**config.mk**
```make
export PLATFORM = sky130hd
export DESIGN_NAME = heat_status
export DESIGN_NICKNAME = d
export VERILOG_FILES = /design/src/heat_status_pkg.sv /design/src/param_if.sv /design/src/param_store.sv /design/src/heat_status.sv
export VERILOG_INCLUDE_DIRS = /design/src
export SDC_FILE = /design/constraint.sdc
export NUM_CORES = 1
export LEC_CHECK = 0
export BUFFER_PORTS_ARGS = -buffer_cell sky130_fd_sc_hd__buf_2
export CAP_MARGIN = 20
export CORE_ASPECT_RATIO = 1.4
export CORE_MARGIN = 2
export CORE_UTILIZATION = 40
export CTS_BUF_LIST = sky130_fd_sc_hd__clkbuf_8
export CTS_CLUSTER_SIZE = 24
export DETAILED_ROUTE_END_ITERATION = 10
export PLACE_DENSITY = 0.68
export SETUP_SLACK_MARGIN = 0.05
export SYNTH_ARGS = -nofsm -noshare
export SYNTH_HDL_FRONTEND = slang
export SYNTH_HIERARCHICAL = 1
export SYNTH_SLANG_ARGS = --single-unit
```
**constraint.sdc**
```tcl
create_clock -name mclk_i -period 5.6 [get_ports mclk_i]
set_clock_uncertainty 0.2 [all_clocks]
set_input_delay 0.84 -clock mclk_i [delete_from_list [all_inputs] [get_ports mclk_i]]
set_output_delay 0.84 -clock mclk_i [all_outputs]
set_load 0.05 [all_outputs]
```
**src/heat_status_params.svh**
```systemverilog
// heat_status_params.svh: offsets, field positions, reset values and limits
// assumes inclusion by bare name from the heat status design files
`ifndef HEAT_STATUS_PARAMS_SVH
`define HEAT_STATUS_PARAMS_SVH

// register byte offsets
`define OFF_SETPOINT    8'h00
`define OFF_CONFIG      8'h04
`define OFF_STATUS      8'h08
`define OFF_ACTUAL      8'h0C
`define OFF_ERROR       8'h10
`define OFF_PARAM_SET   8'h14
`define OFF_PARAM_GET   8'h18
`define OFF_PARAM_DATA  8'h1C

// config fields
`define CFG_RANGE_BIT   0
`define CFG_MODE_LO     1
`define CFG_MODE_HI     2
`define OK_MODE_OFF     2'h0
`define OK_MODE_FOLLOW  2'h1
`define OK_MODE_LATCH   2'h2

// status word bit positions
`define ST_CAL_RUN      0
`define ST_CAL_BLOCK    1
`define ST_ALARM        2
`define ST_WARN         3
`define ST_REACHED      4
`define ST_IN_BAND      5
`define ST_CTRL_ACT     6
`define ST_INFO         7
`define ST_STANDBY      8
`define ST_GAP          9

// parameter command fields and instances
`define PAR_INST_HI     31
`define PAR_INST_LO     24
`define PAR_ATTR_HI     23
`define PAR_ATTR_LO     16
`define PAR_ATTR_VALUE  8'h01
`define PAR_INST_RANGE  8'h01
`define PAR_INST_TOL_LO 8'h02
`define PAR_INST_TOL_HI 8'h03
`define PAR_REJECT_BIT  16

// limits and reset values
`define SP_MAX_LOW      16'h012C
`define SP_MAX_HIGH     16'h01F4
`define TOL_MAX         16'h0063
`define TOL_DEFAULT     16'h000A
`define RANGE_DEFAULT   16'h000A
`define TE_SCALE        26'sh064
`define TE_THRESH       26'sh05F

`endif

```
**src/heat_status_pkg.sv**
```systemverilog
// heat_status_pkg: types shared by the heat status design files
// assumes nothing beyond a SystemVerilog compiler
package heat_status_pkg;
    // latching temperature-ok sequence
    typedef enum logic [1:0] {LATCH_IDLE, LATCH_WAIT, LATCH_IN, LATCH_OUT} latch_state_t;
    typedef logic [15:0] param_word_t;
endpackage : heat_status_pkg

```
**src/param_if.sv**
```systemverilog
// param_if: write and read path between status block and parameter store
// assumes one clock shared by both ends
`timescale 1ns/1ns
`default_nettype none
interface param_if #(parameter int AW = 4);
    logic                      we;
    logic [AW-1:0]             waddr;
    heat_status_pkg::param_word_t wdata;
    logic                      re;
    logic [AW-1:0]             raddr;
    heat_status_pkg::param_word_t rdata;
    modport ctrl (output we, waddr, wdata, re, raddr, input rdata);
    modport mem  (input we, waddr, wdata, re, raddr, output rdata);
endinterface : param_if
`default_nettype wire

```
**src/param_store.sv**
```systemverilog
// param_store: attribute-1 values of the parameter object instances
// assumes writes already vetted by the status block; read data registered
`timescale 1ns/1ns
`default_nettype none
`include "heat_status_params.svh"
module param_store #(
    parameter int DEPTH = 16,
    parameter int AW    = 4
) (
    // clock and reset
    input  wire logic mclk_i,
    input  wire logic resetn_i,
    // parameter path
    param_if.mem      pif
);
    heat_status_pkg::param_word_t mem_reg [DEPTH];

    // storage, factory values at reset
    always_ff @(posedge mclk_i or negedge resetn_i) begin
        if (!resetn_i) begin
            for (int i = 0; i < DEPTH; i++) begin
                if (i == 2 || i == 3) begin
                    mem_reg[i] <= `TOL_DEFAULT;
                end else if (i == 1) begin
                    mem_reg[i] <= `RANGE_DEFAULT;
                end else begin
                    mem_reg[i] <= 16'h0000;
                end
            end
        end else if (pif.we) begin
            mem_reg[pif.waddr] <= pif.wdata;
        end
    end

    // read data held until the next read
    always_ff @(posedge mclk_i or negedge resetn_i) begin
        if (!resetn_i) begin
            pif.rdata <= 16'h0000;
        end else if (pif.re) begin
            pif.rdata <= mem_reg[pif.raddr];
        end
    end
endmodule : param_store
`default_nettype wire

```
**src/heat_status.sv**
```systemverilog
// heat_status: status word, actual value and error image of a sealing
// temperature controller, with set point clamp and parameter access.
// assumes all inputs come from logic on mclk_i; host requests arrive
// already decoded from the fieldbus output image.
// Operation
// - set point above the selected range ceiling is clamped to 300 or 500
// - calibration-running flag follows the calibration in progress
// - calibration-blocked flag while heating requested, element still cooling or reset requested
// - alarm flag holds from trigger until cleared by reset request
// - warning may join alarm; warning keeps alarm relay inactive
// - reached flag above 95 percent of set point, cleared on heat drop or alarm
// - in-band flag held clear when mode is off
// - follow mode: in-band flag tracks tolerance band membership
// - follow mode evaluates the band regardless of control mode
// - latch mode: heat request starts cycle, first band entry sets flag
// - latch mode: leaving band while heat requested clears flag
// - latch mode: flag held after heat drop until next cycle
// - separate low and high band limits, each up to 99 K
// - control-active flag only after heat request accepted and control entered
// - reserved info flag always reads zero
// - standby flag acknowledges reset or measurement-pause request
// - measurement-gap flag while regulating without measurement
// - actual value word is 16-bit signed, 1 degree per count
// - actual value forced to zero during calibration or fault
// - error code in bits 0 to 9 of the error word
// - parameter writes accepted only for attribute 1; reads always allowed
//
// The register addresses and strobed register access are this design's own decisions.
`timescale 1ns/1ns
`default_nettype none
`include "heat_status_params.svh"
module heat_status #(
    parameter int PAR_DEPTH = 16,
    parameter int PAR_AW    = 4
) (
    // clock and reset
    input  wire logic        mclk_i,
    input  wire logic        resetn_i,
    // register port
    input  wire logic [7:0]  addr_i,
    input  wire logic [31:0] wdata_i,
    input  wire logic        wr_i,
    input  wire logic        rd_i,
    output logic      [31:0] rdata_o,
    // host requests
    input  wire logic        heat_request_i,
    input  wire logic        fault_reset_request_i,
    input  wire logic        measure_pause_request_i,
    // controller core
    input  wire logic [15:0] actual_temp_i,
    input  wire logic        measuring_i,
    input  wire logic        cal_running_i,
    input  wire logic        cooling_i,
    input  wire logic        fault_event_i,
    input  wire logic        fault_warning_i,
    input  wire logic [9:0]  error_code_i,
    // images and pins
    output logic      [15:0] setpoint_o,
    output logic      [15:0] status_word_o,
    output logic      [15:0] actual_word_o,
    output logic      [15:0] error_word_o,
    output logic             alarm_relay_o
);
    logic [15:0] sp_req_reg;
    logic        range_high_reg;
    logic [1:0]  ok_mode_reg;
    logic [15:0] tol_low_reg;
    logic [15:0] tol_high_reg;
    logic [15:0] setpoint_reg;
    logic        cal_running_flag;
    logic        cal_blocked_flag;
    logic        alarm_flag;
    logic        warning_flag;
    logic        temp_reached_flag;
    logic        temp_in_band_flag;
    logic        control_active_flag;
    logic        standby_ack_flag;
    logic        measure_gap_flag;
    logic        heat_d_reg;
    logic        reject_reg;
    logic [15:0] actual_reg;
    logic [15:0] error_reg;
    logic [31:0] rdata_reg;
    heat_status_pkg::latch_state_t latch_reg;
    logic [15:0] ceiling;
    logic        band_hit;
    logic        par_set;
    logic        par_ok;
    logic [7:0]  par_inst;
    logic [15:0] par_val;
    param_if #(.AW(PAR_AW)) pif ();
    param_store #(.DEPTH(PAR_DEPTH), .AW(PAR_AW)) u_store (
        .mclk_i   (mclk_i),
        .resetn_i (resetn_i),
        .pif      (pif)
    );
    // band test widened so set point minus limit cannot wrap
    function automatic logic in_band(input logic [15:0] act, input logic [15:0] sp,
                                     input logic [15:0] lo, input logic [15:0] hi);
        logic signed [17:0] a;
        logic signed [17:0] s;
        a = {{2{act[15]}}, act};
        s = {2'h0, sp};
        return (a >= s - $signed({2'h0, lo})) && (a <= s + $signed({2'h0, hi}));
    endfunction : in_band
    // compare as act*100 > sp*95, no divider needed
    function automatic logic above_pct(input logic [15:0] act, input logic [15:0] sp);
        logic signed [25:0] a;
        logic signed [25:0] s;
        a = {{10{act[15]}}, act};
        s = {10'h000, sp};
        return a * `TE_SCALE > s * `TE_THRESH;
    endfunction : above_pct
    // tolerance limits saturate rather than wrap
    function automatic logic [15:0] tol_clamp(input logic [15:0] v);
        return (v > `TOL_MAX) ? `TOL_MAX : v;
    endfunction : tol_clamp
    assign ceiling  = range_high_reg ? `SP_MAX_HIGH : `SP_MAX_LOW;
    assign band_hit = in_band(actual_temp_i, setpoint_reg, tol_low_reg, tol_high_reg);
    // parameter command decode
    assign par_set  = wr_i && (addr_i == `OFF_PARAM_SET);
    assign par_inst = wdata_i[`PAR_INST_HI:`PAR_INST_LO];
    assign par_val  = wdata_i[15:0];
    // attribute 1 only, existing instance only
    assign par_ok   = (wdata_i[`PAR_ATTR_HI:`PAR_ATTR_LO] == `PAR_ATTR_VALUE)
                      && (par_inst != 8'h00) && (32'(par_inst) < PAR_DEPTH);
    assign pif.we    = par_set && par_ok;
    assign pif.waddr = par_inst[PAR_AW-1:0];
    assign pif.wdata = (par_inst == `PAR_INST_TOL_LO || par_inst == `PAR_INST_TOL_HI) ? tol_clamp(par_val) : par_val;
    assign pif.re    = wr_i && (addr_i == `OFF_PARAM_GET);
    assign pif.raddr = wdata_i[`PAR_INST_LO+PAR_AW-1:`PAR_INST_LO];
    // software configuration; range and mode steer the flag logic
    always_ff @(posedge mclk_i or negedge resetn_i) begin
        if (!resetn_i) begin
            sp_req_reg     <= 16'h0000;
            range_high_reg <= 1'b0;
            ok_mode_reg    <= `OK_MODE_FOLLOW;
        end else if (wr_i && addr_i == `OFF_SETPOINT) begin
            sp_req_reg <= wdata_i[15:0];
        end else if (wr_i && addr_i == `OFF_CONFIG) begin
            range_high_reg <= wdata_i[`CFG_RANGE_BIT];
            ok_mode_reg    <= wdata_i[`CFG_MODE_HI:`CFG_MODE_LO];
        end
    end
    // tolerance mirror of parameter instances 2 and 3
    always_ff @(posedge mclk_i or negedge resetn_i) begin
        if (!resetn_i) begin
            tol_low_reg  <= `TOL_DEFAULT;
            tol_high_reg <= `TOL_DEFAULT;
            reject_reg   <= 1'b0;
        end else if (par_set) begin
            reject_reg <= !par_ok;
            if (par_ok && par_inst == `PAR_INST_TOL_LO) begin
                tol_low_reg <= tol_clamp(par_val);
            end
            if (par_ok && par_inst == `PAR_INST_TOL_HI) begin
                tol_high_reg <= tol_clamp(par_val);
            end
        end
    end
    always_ff @(posedge mclk_i or negedge resetn_i) begin
        if (!resetn_i) begin
            setpoint_reg <= 16'h0000;
        end else begin
            setpoint_reg <= (sp_req_reg > ceiling) ? ceiling : sp_req_reg;
        end
    end
    // alarm sticky; a new fault beats the reset clear
    always_ff @(posedge mclk_i or negedge resetn_i) begin
        if (!resetn_i) begin
            alarm_flag   <= 1'b0;
            warning_flag <= 1'b0;
        end else if (fault_event_i) begin
            alarm_flag   <= 1'b1;
            warning_flag <= fault_warning_i;
        end else if (fault_reset_request_i) begin
            alarm_flag   <= 1'b0;
            warning_flag <= 1'b0;
        end
    end
    // calibration and handshake flags
    always_ff @(posedge mclk_i or negedge resetn_i) begin
        if (!resetn_i) begin
            cal_running_flag <= 1'b0;
            cal_blocked_flag <= 1'b0;
            standby_ack_flag <= 1'b0;
            heat_d_reg       <= 1'b0;
        end else begin
            cal_running_flag <= cal_running_i;
            cal_blocked_flag <= heat_request_i || cooling_i || fault_reset_request_i;
            // acknowledge reset or pause; host keeps it until seen
            standby_ack_flag <= fault_reset_request_i || measure_pause_request_i;
            heat_d_reg       <= heat_request_i;
        end
    end
    // control mode and reached flag
    always_ff @(posedge mclk_i or negedge resetn_i) begin
        if (!resetn_i) begin
            control_active_flag <= 1'b0;
            temp_reached_flag   <= 1'b0;
        end else if (!heat_request_i || alarm_flag) begin
            // cleared on heat drop or alarm
            control_active_flag <= 1'b0;
            temp_reached_flag   <= 1'b0;
        end else begin
            if (!cal_running_i && !fault_reset_request_i) begin
                control_active_flag <= 1'b1;
            end
            if (control_active_flag && above_pct(actual_temp_i, setpoint_reg)) begin
                temp_reached_flag <= 1'b1;
            end
        end
    end
    always_ff @(posedge mclk_i or negedge resetn_i) begin
        if (!resetn_i) begin
            measure_gap_flag <= 1'b0;
        end else begin
            measure_gap_flag <= heat_request_i && control_active_flag && !measuring_i;
        end
    end
    // temperature-ok flag in its three modes
    always_ff @(posedge mclk_i or negedge resetn_i) begin
        if (!resetn_i) begin
            temp_in_band_flag <= 1'b0;
            latch_reg         <= heat_status_pkg::LATCH_IDLE;
        end else if (ok_mode_reg == `OK_MODE_OFF) begin
            temp_in_band_flag <= 1'b0;
            latch_reg         <= heat_status_pkg::LATCH_IDLE;
        end else if (ok_mode_reg == `OK_MODE_FOLLOW) begin
            temp_in_band_flag <= band_hit;
            latch_reg         <= heat_status_pkg::LATCH_IDLE;
        end else if (heat_request_i && !heat_d_reg) begin
            // new cycle starts cleared; entry counts from next edge
            temp_in_band_flag <= 1'b0;
            latch_reg         <= heat_status_pkg::LATCH_WAIT;
        end else begin
            unique case (latch_reg)
                heat_status_pkg::LATCH_IDLE: begin
                end
                heat_status_pkg::LATCH_WAIT: begin
                    if (heat_request_i && band_hit) begin
                        temp_in_band_flag <= 1'b1;
                        latch_reg         <= heat_status_pkg::LATCH_IN;
                    end
                end
                heat_status_pkg::LATCH_IN: begin
                    // leaving band clears; else held after drop
                    if (heat_request_i && !band_hit) begin
                        temp_in_band_flag <= 1'b0;
                        latch_reg         <= heat_status_pkg::LATCH_OUT;
                    end
                end
                heat_status_pkg::LATCH_OUT: begin
                end
            endcase
        end
    end
    // zero in calibration or fault; pause holds last value
    always_ff @(posedge mclk_i or negedge resetn_i) begin
        if (!resetn_i) begin
            actual_reg <= 16'h0000;
            error_reg  <= 16'h0000;
        end else begin
            error_reg <= {6'h00, error_code_i};
            if (cal_running_i || alarm_flag) begin
                actual_reg <= 16'h0000;
            end else if (!measure_pause_request_i && !fault_reset_request_i) begin
                actual_reg <= actual_temp_i;
            end
        end
    end
    // status image from flags; info bit wired low
    always_comb begin
        status_word_o                = 16'h0000;
        status_word_o[`ST_CAL_RUN]   = cal_running_flag;
        status_word_o[`ST_CAL_BLOCK] = cal_blocked_flag;
        status_word_o[`ST_ALARM]     = alarm_flag;
        status_word_o[`ST_WARN]      = warning_flag;
        status_word_o[`ST_REACHED]   = temp_reached_flag;
        status_word_o[`ST_IN_BAND]   = temp_in_band_flag;
        status_word_o[`ST_CTRL_ACT]  = control_active_flag;
        status_word_o[`ST_INFO]      = 1'b0;
        status_word_o[`ST_STANDBY]   = standby_ack_flag;
        status_word_o[`ST_GAP]       = measure_gap_flag;
    end
    assign alarm_relay_o = alarm_flag && !warning_flag;
    assign setpoint_o    = setpoint_reg;
    assign actual_word_o = actual_reg;
    assign error_word_o  = error_reg;

    // read data valid only in the cycle after the strobe
    always_ff @(posedge mclk_i or negedge resetn_i) begin
        if (!resetn_i) begin
            rdata_reg <= 32'h0000_0000;
        end else if (!rd_i) begin
            rdata_reg <= 32'h0000_0000;
        end else begin
            unique case (addr_i)
                `OFF_SETPOINT:   rdata_reg <= {16'h0000, sp_req_reg};
                `OFF_CONFIG:     rdata_reg <= {29'h0, ok_mode_reg, range_high_reg};
                `OFF_STATUS:     rdata_reg <= {16'h0000, status_word_o};
                `OFF_ACTUAL:     rdata_reg <= {16'h0000, actual_reg};
                `OFF_ERROR:      rdata_reg <= {16'h0000, error_reg};
                `OFF_PARAM_DATA: rdata_reg <= {15'h0, reject_reg, pif.rdata};
                default:         rdata_reg <= 32'h0000_0000;
            endcase
        end
    end
    assign rdata_o = rdata_reg;
endmodule : heat_status
`default_nettype wire

```
==> summary.md, run 1 <==
| Metric | Value |
|---|---|
| Outcome | finished clean |
| Vias in the first global route | 18433 |
| Kind of critical path | register to register |
| Final WS setup | 109.5 ps |
| Fmax | 182.1 MHz |
| Delay-heaviest family, CP | adder cells |
| Core area | 0.05981 mm² |
| Root Buffer | clkbuf_8 |
| Worst skew pair latency | about 700 ps |
| Crit path time final | 5491 ps |
| GRT overflow | 0 |
| Antenna Violating Nets Remaining | 0 |
| RSZ-0062 raised after global routing | true |
| Hold WC Path Type | primary input to async pin |
| Clk pin slew, worst setup/hold paths | 60 ps |
| Critical-path top delay cell | fa_1 |
| PortBufs | roughly 150 |
| Drt pass-1 iters | 6 |
| Post-synth top cells | dfrtp_1 (384), mux2_2 (261), inv_1 (211) |
| Crit. End Element | register |
| Mapped Avg Cell Area | 11.99 µm² |
| Largest net degree at the start of global routing | 114 |
| Hold Vio Cnt, Final | 0 |
| Inserted Clock Buffers | 61 |
| Worst Tran Pin Value | 1193 ps |
| Leakage | 13.95 nW |
| Largest area contributor in the netlist | dfrtp_1 |
| Post-DP HPWL | 51050 µm |
| Synth cell types | 79 |
| #FFs+latches synth | ~400 |
| Mapped cell area | 0.02425 mm² |
| Drt drc | 0 |
| Mapped Cells | 2022 |
| CTS Hold Bufs | 0 |
| CP Max Fanout | 5 |
| Via density per instance | 5.517 |
| Most numerous cell in the Yosys netlist | dfrtp_1 |
| Net count, final | 2565 |
| Synth area leaders | dfrtp_1 (40%), mux2_2 (12%), ha_1 (9.9%) |
| Critical Path Start Type | register |
| Peak supply drop | 233.6 µV |
| GPL Wtd Cong | 0.9117 |
| Slew Limit Fails | 0 |
| Cell mode on critical path | fa_1 |
| Die extent in y | 295.3 µm |
| Total track usage | 0.2216 |
| Num ports | 175 |
| Worst endpoint required time | roughly 5900 ps |
| Design area | 0.02760 mm² |
| Maximum clock path buffer count | 3 |
| Die X | 212.1 µm |
| Post-synth EDFFs | 0 |
| Starting DRC count in detailed routing | 1329 |
| Critical Path AT | roughly 5800 ps |
| Largest stage delay on the critical path | 560 ps |
| DR WL/cell | 22.10 µm |
| Setup_tns | 0 ps |
| Share of layout cells above drive strength 1 | 0.3250 |
| First-pass GRT wire length | approximately 110000 µm |
| Area Growth Syn to Fin | 13.83% |
| Post-DP Area | 0.02602 mm² |
| Share of the synthesized area in the top cell type | 0.3963 |
| Post-synth ARST share | 1.000 |
| Htree depth | 2 |
| Setup violators final | 0 |
| CP Buf/Inv Count | 3 |
| Crit path cell chain | buf_4 -> fa_1 -> fa_1 -> fa_1 -> inv_1 -> fa_1 -> inv_1 -> ha_1 -> nand4_1 -> nor2_2 -> o221ai_4 -> a31o_2 -> nand2_1 -> a21oi_2 -> xor2_1 -> ha_1 -> nand4_1 -> nor4_2 -> a211oi_2 -> o21ai_1 -> a211oi_2 |
| Die ar. | 0.06263 mm² |
| CTS Sinks | between 300 and 400 |
| Overall power | 0.009355 W |
| R2R Path End | temp_reached_flag$_DFFE_PN0P_ |
| Fin util | 0.4614 |
| DP Worst Slack | -64.48 ps |
| Final wirelength | just under 70000 µm |
| Synth Warn # | 6 |
| CTS tree | built |
| Initial Util | 0.4054 |
| Reg2Reg Depth | 21 |
| Period utilization | 0.9805 |
| MaxCap Viol Count | 0 |
| FF-to-FF setup slack | 110 ps |
| Vias | roughly 17000 |
| Seq/Total Area, Yosys | 0.4082 |
| Critical R2R Launch | setpoint_o[6]$_DFF_PN0_ |
| Rel. slew slack | 0.2006 |
| Row count | 106 |
| Largest register FFs | around 260 |
| P per Cell Area | 338.9 mW/mm² |
| Synth Flop Type | dfrtp_1 |
| Initial antenna violation count | 6 |
[cells in the final DEF, fill, tap and decap left out, drive strengths merged, types with 19 or more instances in the layout]
cell type	synthesis	routed
a21o	30	30
a21oi	69	69
buf	79	221
clkbuf	36	80
conb	1	35
dfrtp	384	384
fa	70	70
ha	192	192
inv	211	233
mux2	272	272
mux2i	19	19
mux4	64	64
nand2	54	54
nor2	92	92
nor2b	38	38
nor3	29	29
o21ai	51	51
xnor2	26	26
xor2	26	26
[per-stage QoR]
stage          std cells  hold WS (ps)
2_1_floorplan       2056         249.6
3_3_place_gp        2961         259.4
3_5_place_dp        2961         284.5
4_1_cts             3080         3.352
5_1_grt             3085         22.93
6_report            3086         13.29
[worst max-delay path by stage]
| stage | from | endpoint | slack (ps) | cells past startpoint |
|---|---|---|---|---|
| floorplan | setpoint_o[11]$_DFF_PN0_ | temp_reached_flag$_DFFE_PN0P_ | 80 | 21 |
| global placement | setpoint_o[5]$_DFF_PN0_ | temp_reached_flag$_DFFE_PN0P_ | 90 | 21 |
| detailed placement | setpoint_o[5]$_DFF_PN0_ | temp_reached_flag$_DFFE_PN0P_ | -60 | 22 |
| CTS | setpoint_o[4]$_DFF_PN0_ | temp_reached_flag$_DFFE_PN0P_ | 50 | 23 |
| global route | setpoint_o[6]$_DFF_PN0_ | temp_reached_flag$_DFFE_PN0P_ | -160 | 21 |
| finish | setpoint_o[6]$_DFF_PN0_ | temp_reached_flag$_DFFE_PN0P_ | 110 | 21 |
[worst reg2reg max path, stage by stage, from the launching register on]
cell and delay [ps]:
dfrtp_2 420, buf_4 170, fa_1 560, fa_1 460, fa_1 550, inv_1 50
fa_1 490, inv_1 40, ha_1 300, nand4_1 160, nor2_2 230, o221ai_4 160
a31o_2 280, nand2_1 80, a21oi_2 60, xor2_1 140, ha_1 330, nand4_1 140
nor4_2 210, a211oi_2 110, o21ai_1 170, a211oi_2 50
[kinds of logic after synthesis]
| kind of cell | share of synthesized area |
|---|---|
| AO/OA/AOI/OAI | 0.08963 |
| XOR/XNOR | 0.01878 |
| adder cells (fa/ha/maj) | 0.1569 |
| buffers and inverters | 0.06156 |
| flip-flops | 0.4082 |
| multiplexers | 0.1952 |
| other | 0.0001547 |
| AND/OR/NAND/NOR | 0.06961 |
[layer usage]
metal	track usage	vias up	part of all wire
met4	0.1201	0	0.056
met3	0.03559	195	0.055
li1	-	7562	-
met5	0	-	0
met2	0.3920	564	0.50
met1	0.2558	8706	0.39
[power breakdown]
group	switching (W)	internal, W	leakage, nW	total [W]
registers	0.0000512	0.00289	5.32	0.00295
logic	0.00221	0.00163	7.87	0.00384
clock network	0.00119	0.00138	0.757	0.00257
[timing repair]
| action | in CTS | in global routing |
|---|---|---|
| buffers inserted | 8 | 2 |
| endpoints found under the setup margin | 1 | 4 |
| gates resized for setup | 14 | 17 |
| pin swaps | 8 | 9 |
[layout make-up]
class / count / area, µm²
Antenna cell: 2 / 5.005
Clock buffer: 80 / 1101
Clock inverter: 32 / 215.2
Fill cell: 5419 / 32210
Inverter: 211 / 792.0
Multi-Input combinational cell: 1335 / 13170
Sequential cell: 395 / 9915
Tap cell: 810 / 1013
Timing Repair Buffer: 221 / 1390
Power figures use the tool's default switching activity.
==> run 2: changes to the inputs <==
--- a/config.mk
+++ b/config.mk
@@ -12,3 +12,3 @@
 export CORE_MARGIN = 2
-export CORE_UTILIZATION = 40
+export CORE_UTILIZATION = 50
 export CTS_BUF_LIST = sky130_fd_sc_hd__clkbuf_8
@@ -16,3 +16,3 @@
 export DETAILED_ROUTE_END_ITERATION = 10
-export PLACE_DENSITY = 0.68
+export PLACE_DENSITY = 0.8
 export SETUP_SLACK_MARGIN = 0.05
--- a/constraint.sdc
+++ b/constraint.sdc
@@ -4,2 +4,2 @@
 set_output_delay 0.84 -clock mclk_i [all_outputs]
-set_load 0.05 [all_outputs]
+set_load 0.1 [all_outputs]
==> run 2 against run 1 <==
Sequential power about the same. Total power grew 6.4%. Combinational power is 14% higher. Flip-flop and latch count stayed put. Global-route usage grew 4.6 points. Utilization grew 11 points. Count of clock-buffer cells in the layout up 9. Critical path type unchanged. Critical path depth up 3. Highest routed layer is now met5. Non-clock buffer count grew 9.
==> summary.md, run 2 (synthesized netlist as in run 1, its figures left out) <==
| Metric | Value |
|---|---|
| Most common cell after layout, fill and taps aside | dfrtp_1 (unchanged) |
| Worst skew pair latency | 660 ps (was 700 ps) |
| Net Switching | 0.003746 W (was 0.003452 W) |
| GPL Wtd Cong | 0.9625 (was 0.9117) |
| Die ar. | 0.05030 mm² (was 0.06263 mm²) |
| Die extent in y | 264.6 µm (was 295.3 µm) |
| Row count | 95 (was 106) |
| Leakage | 13.99 nW (was 13.95 nW) |
| Kind of critical path | register to register (unchanged) |
| Most frequent cells in the layout | dfrtp_1 (368), mux2_2 (261), inv_1 (218) (was dfrtp_1 (371), mux2_2 (261), inv_1 (229)) |
| DR WL/cell | 22.75 µm (was 22.10 µm) |
| Post-DP Area | 0.02571 mm² (was 0.02602 mm²) |
| Sequential Power Share | 0.297 (was 0.315) |
| CP Max Fanout | 4 (was 5) |
| CTS Hold Bufs | 0 (unchanged) |
| Outcome | finished clean (unchanged) |
| CTS tree | built (unchanged) |
| Initial antenna violation count | 2 (was 6) |
| Crit path launch | setpoint_o[6]$_DFF_PN0_ (unchanged) |
| Vias in the first global route | 18594 (was 18433) |
| Total track usage | 0.2671 (was 0.2216) |
| Clk pin slew, worst setup/hold paths | 70 ps (was 60 ps) |
| Critical Path AT | 5900 ps (was 5820 ps) |
| GRT overflow | 0 (unchanged) |
| Fmax | 180.9 MHz (was 182.1 MHz) |
| Final hold slack | 49.80 ps (was 13.29 ps) |
| Maximum clock path buffer count | 3 (unchanged) |
| Worst endpoint required time | 5980 ps (was 5930 ps) |
| Final wirelength | 66390 µm (was 68210 µm) |
| Drt pass-1 iters | 8 (was 6) |
| Largest net degree at the start of global routing | 175 (was 114) |
| Starting DRC count in detailed routing | 1296 (was 1329) |
| Hold Vio Cnt, Final | 0 (unchanged) |
| Design area | 0.02761 mm² (was 0.02760 mm²) |
| Setup violators final | 0 (unchanged) |
| MaxCap Viol Count | 0 (unchanged) |
| Drt drc | 0 (unchanged) |
| Vias | 17289 (was 17027) |
| Initial Util | 0.5062 (was 0.4054) |
| Share of layout cells above drive strength 1 | 0.3390 (was 0.3250) |
| CTS Sinks | 395 (unchanged) |
| RSZ-0062 raised after global routing | true (unchanged) |
| Crit. End Element | register (unchanged) |
| First-pass GRT wire length | 103800 µm (was 105900 µm) |
| Rel. slew slack | 0.1971 (was 0.2006) |
| Critical R2R Launch | setpoint_o[6]$_DFF_PN0_ (unchanged) |
| Crit path time final | 5528 ps (was 5491 ps) |
| Clock share of power | 0.266 (was 0.275) |
| Critical Path Start Type | register (unchanged) |
| Worst Tran Pin Value | 1204 ps (was 1193 ps) |
| Antenna Violating Nets Remaining | 0 (unchanged) |
| Internal cell power | 0.006212 W (was 0.005903 W) |
| Core area | 0.04790 mm² (was 0.05981 mm²) |
| Area Growth Syn to Fin | 13.88% (was 13.83%) |
| Peak supply drop | 432.4 µV (was 233.6 µV) |
| Hold WC Path Type | primary input to async pin (unchanged) |
| Combinational share of power | 0.438 (was 0.411) |
| Slew Limit Fails | 0 (unchanged) |
| Num ports | 175 (unchanged) |
| Via density per instance | 5.925 (was 5.517) |
| Net count, final | 2574 (was 2565) |
| Die X | 190.1 µm (was 212.1 µm) |
| Root Buffer | clkbuf_8 (unchanged) |
| Switching power share of the total | 0.3762 (was 0.3690) |
| Largest register FFs | 256 (unchanged) |
| Post-DP HPWL | 47800 µm (was 51050 µm) |
| P per Cell Area | 360.6 mW/mm² (was 338.9 mW/mm²) |
| PortBufs | 146 (unchanged) |
| Fin util | 0.5764 (was 0.4614) |
| Period utilization | 0.9871 (was 0.9805) |
| Htree depth | 2 (unchanged) |
| Inserted Clock Buffers | 61 (unchanged) |
-- run 2: changes by cell type in the layout (fill, tap and decap cells not counted), sizes merged --
cell | previous run | this run
clkbuf | 80 | 90
buf | 221 | 229
clkinvlp | 0 | 3
inv | 233 | 225
bufinv | 2 | 1
-- run 2: cell type report --
class | instances | area [µm²]
multi-input combinational | 1335 | 13250
timing repair buffer | 230 | 1433
inverter | 211 | 795.8
antenna | 2 | 5.005
sequential | 395 | 9941
fill | 3828 | 20290
clock inverter | 26 | 176.4
tap | 630 | 788.3
clock buffer | 89 | 1225
-- run 2: metrics by stage --
stage,std cells,TNS [ps],total power (W),worst slack [ps]
floorplan,2056,0,0.005750,54.92
global placement,2770,0,0.006589,58.84
detailed placement,2770,-85.22,0.006738,-85.22
CTS,2902,0,0.009637,53.41
global route,2917,-124.2,0.01058,-124.2
finish,2918,0,0.009957,72.37
-- run 2: metal layers --
metal,share of wire,wire length [µm],global-route usage
met1,0.36,23780,0.2989
met2,0.50,33280,0.4635
met3,0.069,4568,0.05269
met4,0.072,4756,0.1708
met5,0.00018,12,0
-- run 2: repair_timing --
action,4_1_cts,5_1_grt
setup buffers,17,10
hold endpoints to repair,0,0
pin swaps,13,40
resized for setup,17,34
endpoints found under the setup margin,1,3
-- run 2: path summary, 6_finish.rpt --
check | to | slack [ps] | depth (start not counted)
max reg2reg | temp_reached_flag$_DFFE_PN0P_ | 70 | 24
min in group mclk_i | error_word_o[0]$_DFF_PN0_ | 80 | 1
min reg2reg | u_store/mem_reg[186]$_DFFE_PN0P_ | 290 | 1
min | u_store/mem_reg[177]$_DFFE_PN0P_ | 50 | 1
max in group asynchronous | u_store/mem_reg[13]$_DFFE_PN0P_ | 3710 | 2
max | temp_reached_flag$_DFFE_PN0P_ | 70 | 24
-- run 2: power by group through the flow --
stage	Sequential [W]	Clock (W)	Combinational, W
2_1_floorplan	0.00313	0	0.00262
3_3_place_gp	0.00301	0	0.00358
3_5_place_dp	0.00301	0	0.00372
4_1_cts	0.00295	0.00269	0.00399
5_1_grt	0.00295	0.00282	0.00481
6_report	0.00295	0.00264	0.00436
-- run 2: worst max-delay path, stage by stage (launching register included) --
cell       delay (ps)
dfrtp_2           450
buf_6             130
fa_1              530
inv_2              40
fa_1              510
inv_1              60
fa_1              510
inv_1              50
fa_1              490
inv_2              50
ha_4              160
buf_6             120
o41ai_4           380
buf_4             180
o21bai_1          100
a21o_1            190
a21oi_2           150
xor2_1            230
ha_2              210
a21o_1            100
a21o_1            110
a21oi_1            70
o2111ai_1         200
a21oi_1            60
a211oi_1          210
==> run 3: changes to the inputs <==
REMOVE_ABC_BUFFERS = 1   (was unset)
==> run 3 against run 2 <==
First-iteration DRC count is 0.62% higher. Via count is 0.49% lower. Combinational power is 8.7% lower. Fmax is 0.36% higher. Sequential share of layout area is 0.22 points higher. Sequential power hardly changed. Flip-flop and latch count stayed put. Final cell count is 0.45% lower.
==> summary.md, run 3 (synthesized netlist as in run 1, its figures left out) <==
| Metric | Value |
|---|---|
| Outcome | finished clean (unchanged) |
| Period utilization | 0.9835 (was 0.9871) |
| Num ports | 175 (unchanged) |
| Overall power | 0.009470 W (was 0.009957 W) |
| Hold WC Path Type | primary input to async pin (unchanged) |
| Worst skew pair latency | 660 ps (about the same) |
| Net count, final | 2569 (was 2574) |
| Area Growth Syn to Fin | 12.77% (was 13.88%) |
| PortBufs | 146 (unchanged) |
| Most common cell after layout, fill and taps aside | dfrtp_1 (unchanged) |
| Starting DRC count in detailed routing | 1304 (was 1296) |
| Reg2Reg Depth | 23 (was 24) |
| Clk pin slew, worst setup/hold paths | 80 ps (was 70 ps) |
| CTS tree | built (unchanged) |
| Worst endpoint required time | 5960 ps (was 5980 ps) |
| DR WL/cell | 22.44 µm (was 22.75 µm) |
| Largest net degree at the start of global routing | 121 (was 175) |
| Inserted Clock Buffers | 57 (was 61) |
| Kind of critical path | register to register (unchanged) |
| P per Cell Area | 346.3 mW/mm² (was 360.6 mW/mm²) |
| Antenna Violating Nets Remaining | 0 (unchanged) |
| CP Max Fanout | 5 (was 4) |
| Setup violators final | 0 (unchanged) |
| Row count | 95 (unchanged) |
| Final WS setup | 92.37 ps (was 72.37 ps) |
| Crit path cell chain | buf_6 -> fa_1 -> inv_1 -> fa_1 -> inv_2 -> fa_1 -> inv_1 -> fa_1 -> inv_2 -> ha_4 -> or4_4 -> o221ai_2 -> buf_4 -> a31o_4 -> nand2_2 -> a21oi_2 -> xor2_1 -> ha_1 -> nand4_1 -> nor4_1 -> a211oi_1 -> o21ai_1 -> a211oi_1 (was buf_6 -> fa_1 -> inv_2 -> fa_1 -> inv_1 -> fa_1 -> inv_1 -> fa_1 -> inv_2 -> ha_4 -> buf_6 -> o41ai_4 -> buf_4 -> o21bai_1 -> a21o_1 -> a21oi_2 -> xor2_1 -> ha_2 -> a21o_1 -> a21o_1 -> a21oi_1 -> o2111ai_1 -> a21oi_1 -> a211oi_1) |
| Critical-path top delay cell | fa_1 (unchanged) |
| N_diodes | 0 (was 2) |
| Root Buffer | clkbuf_8 (unchanged) |
| Crit path time final | 5508 ps (was 5528 ps) |
| Die X | 190.1 µm (unchanged) |
| Leakage | 13.91 nW (was 13.99 nW) |
| Post-DP HPWL | 47640 µm (was 47800 µm) |
| Drt drc | 0 (unchanged) |
| Vias in the first global route | 18432 (was 18594) |
| Total track usage | 0.2625 (was 0.2671) |
| Initial antenna violation count | 1 (was 2) |
| Critical Path Start Type | register (unchanged) |
| First-pass GRT wire length | 101500 µm (was 103800 µm) |
| Fillers | 3832 (was 3828) |
| Most frequent cells in the layout | dfrtp_1 (380), mux2_2 (261), inv_1 (223) (was dfrtp_1 (368), mux2_2 (261), inv_1 (218)) |
| Delay-heaviest family, CP | adder cells (unchanged) |
| DP Worst Slack | -180.4 ps (was -85.22 ps) |
| Die extent in y | 264.6 µm (unchanged) |
| Vias | 17205 (was 17289) |
| Hold Vio Cnt, Final | 0 (unchanged) |
| CP Buf/Inv Count | 6 (was 7) |
| Cell mode on critical path | fa_1 (unchanged) |
| Maximum clock path buffer count | 3 (unchanged) |
| Die ar. | 0.05030 mm² (unchanged) |
| Rel. slew slack | 0.2039 (was 0.1971) |
| Htree depth | 2 (unchanged) |
| Fmax | 181.6 MHz (was 180.9 MHz) |
| Peak supply drop | 299.7 µV (was 432.4 µV) |
| CTS Sinks | 395 (unchanged) |
| Critical path depth | 23 (was 24) |
| Core area | 0.04790 mm² (unchanged) |
| Largest register FFs | 256 (unchanged) |
| GRT overflow | 0 (unchanged) |
| Drt pass-1 iters | 5 (was 8) |
| Crit. End Element | register (unchanged) |
| MaxCap Viol Count | 0 (unchanged) |
| Via density per instance | 5.923 (was 5.925) |
| Initial Util | 0.5062 (unchanged) |
| Final wirelength | 65200 µm (was 66390 µm) |
| Critical Path AT | 5870 ps (was 5900 ps) |
| Slew Limit Fails | 0 (unchanged) |
| Largest stage delay on the critical path | 550 ps (was 530 ps) |
| Worst Tran Pin Value | 1194 ps (was 1204 ps) |
| Share of layout cells above drive strength 1 | 0.3240 (was 0.3390) |
| RSZ-0062 raised after global routing | true (unchanged) |
| GPL Wtd Cong | 0.9168 (was 0.9625) |
==> run 3: cell types whose count changed in the layout (fill, tap and decap cells not counted), sizes merged <==
cell	previous run	this run
bufinv	1	4
clkbuf	90	77
clkinv	8	5
clkinvlp	3	4
diode	2	0
inv	225	226
==> run 3: power by group <==
group / internal, W / total, W / switching (W)
Combinational: 0.00168 / 0.00398 / 0.00230
Sequential: 0.00289 / 0.00294 / 0.0000446
Clock: 0.00141 / 0.00255 / 0.00114
Total: 0.00599 / 0.00947 / 0.00348
==> run 3: worst paths after layout <==
kind	end	slack, ps	from
max in group asynchronous	setpoint_o[1]$_DFF_PN0_	3800	resetn_i
max reg2reg	temp_reached_flag$_DFFE_PN0P_	90	setpoint_o[4]$_DFF_PN0_
max	temp_reached_flag$_DFFE_PN0P_	90	setpoint_o[4]$_DFF_PN0_
min in group mclk_i	error_word_o[1]$_DFF_PN0_	90	error_code_i[1]
min	u_store/mem_reg[105]$_DFFE_PN0P_	70	resetn_i
min reg2reg	latch_reg[0]$_DFFE_PN0P_	300	heat_d_reg$_DFF_PN0_
==> run 3: worst reg2reg max path, delay by kind of cell (launching register included) <==
kind | cells | cell delay (ps)
AND/OR/NAND/NOR | 4 | 680
buffers and inverters | 6 | 500
AO/OA/AOI/OAI | 6 | 970
flip-flops | 1 | 420
XOR/XNOR | 1 | 170
adder cells (fa/ha/maj) | 6 | 2510
==> run 3: repair_timing <==
action,in CTS,in global routing
pin swaps,17,19
buffers inserted,10,7
endpoints found under the setup margin,1,1
hold buffers,0,0
resized for setup,21,15
==> run 3: area by class of cell <==
class                           instances  area [µm²]  share of cell area
Timing Repair Buffer                  229        1398             0.05111
Sequential cell                       395        9903              0.3622
Tap cell                              630       788.3             0.02883
Clock buffer                           77        1060             0.03876
Multi-Input combinational cell       1335       13160              0.4811
Inverter                              211       792.0             0.02896
Clock inverter                         28       246.5            0.009014
==> run 3: metal layers <==
layer	global-route usage	vias to the layer above	wire, µm
li1	-	7573	-
met1	0.3014	8698	23790
met2	0.4656	718	33400
met3	0.04528	216	4371
met4	0.1383	0	3636
met5	0	-	0
==> run 3: through the flow <==
stage | cell area, µm² | util | hold slack (ps) | instances | setup TNS [ps]
finish | 27340 | 0.5708 | 66.76 | 2905 | 0
global route | 27340 | 0.5708 | 84.96 | 2905 | -113.6
CTS | 27230 | 0.5685 | 79.28 | 2898 | 0
detailed placement | 25770 | 0.5381 | 285.3 | 2783 | -180.4
global placement | 25770 | 0.5381 | 268.7 | 2783 | 0
floorplan | 23670 | - | 249.6 | 1941 | -536.2
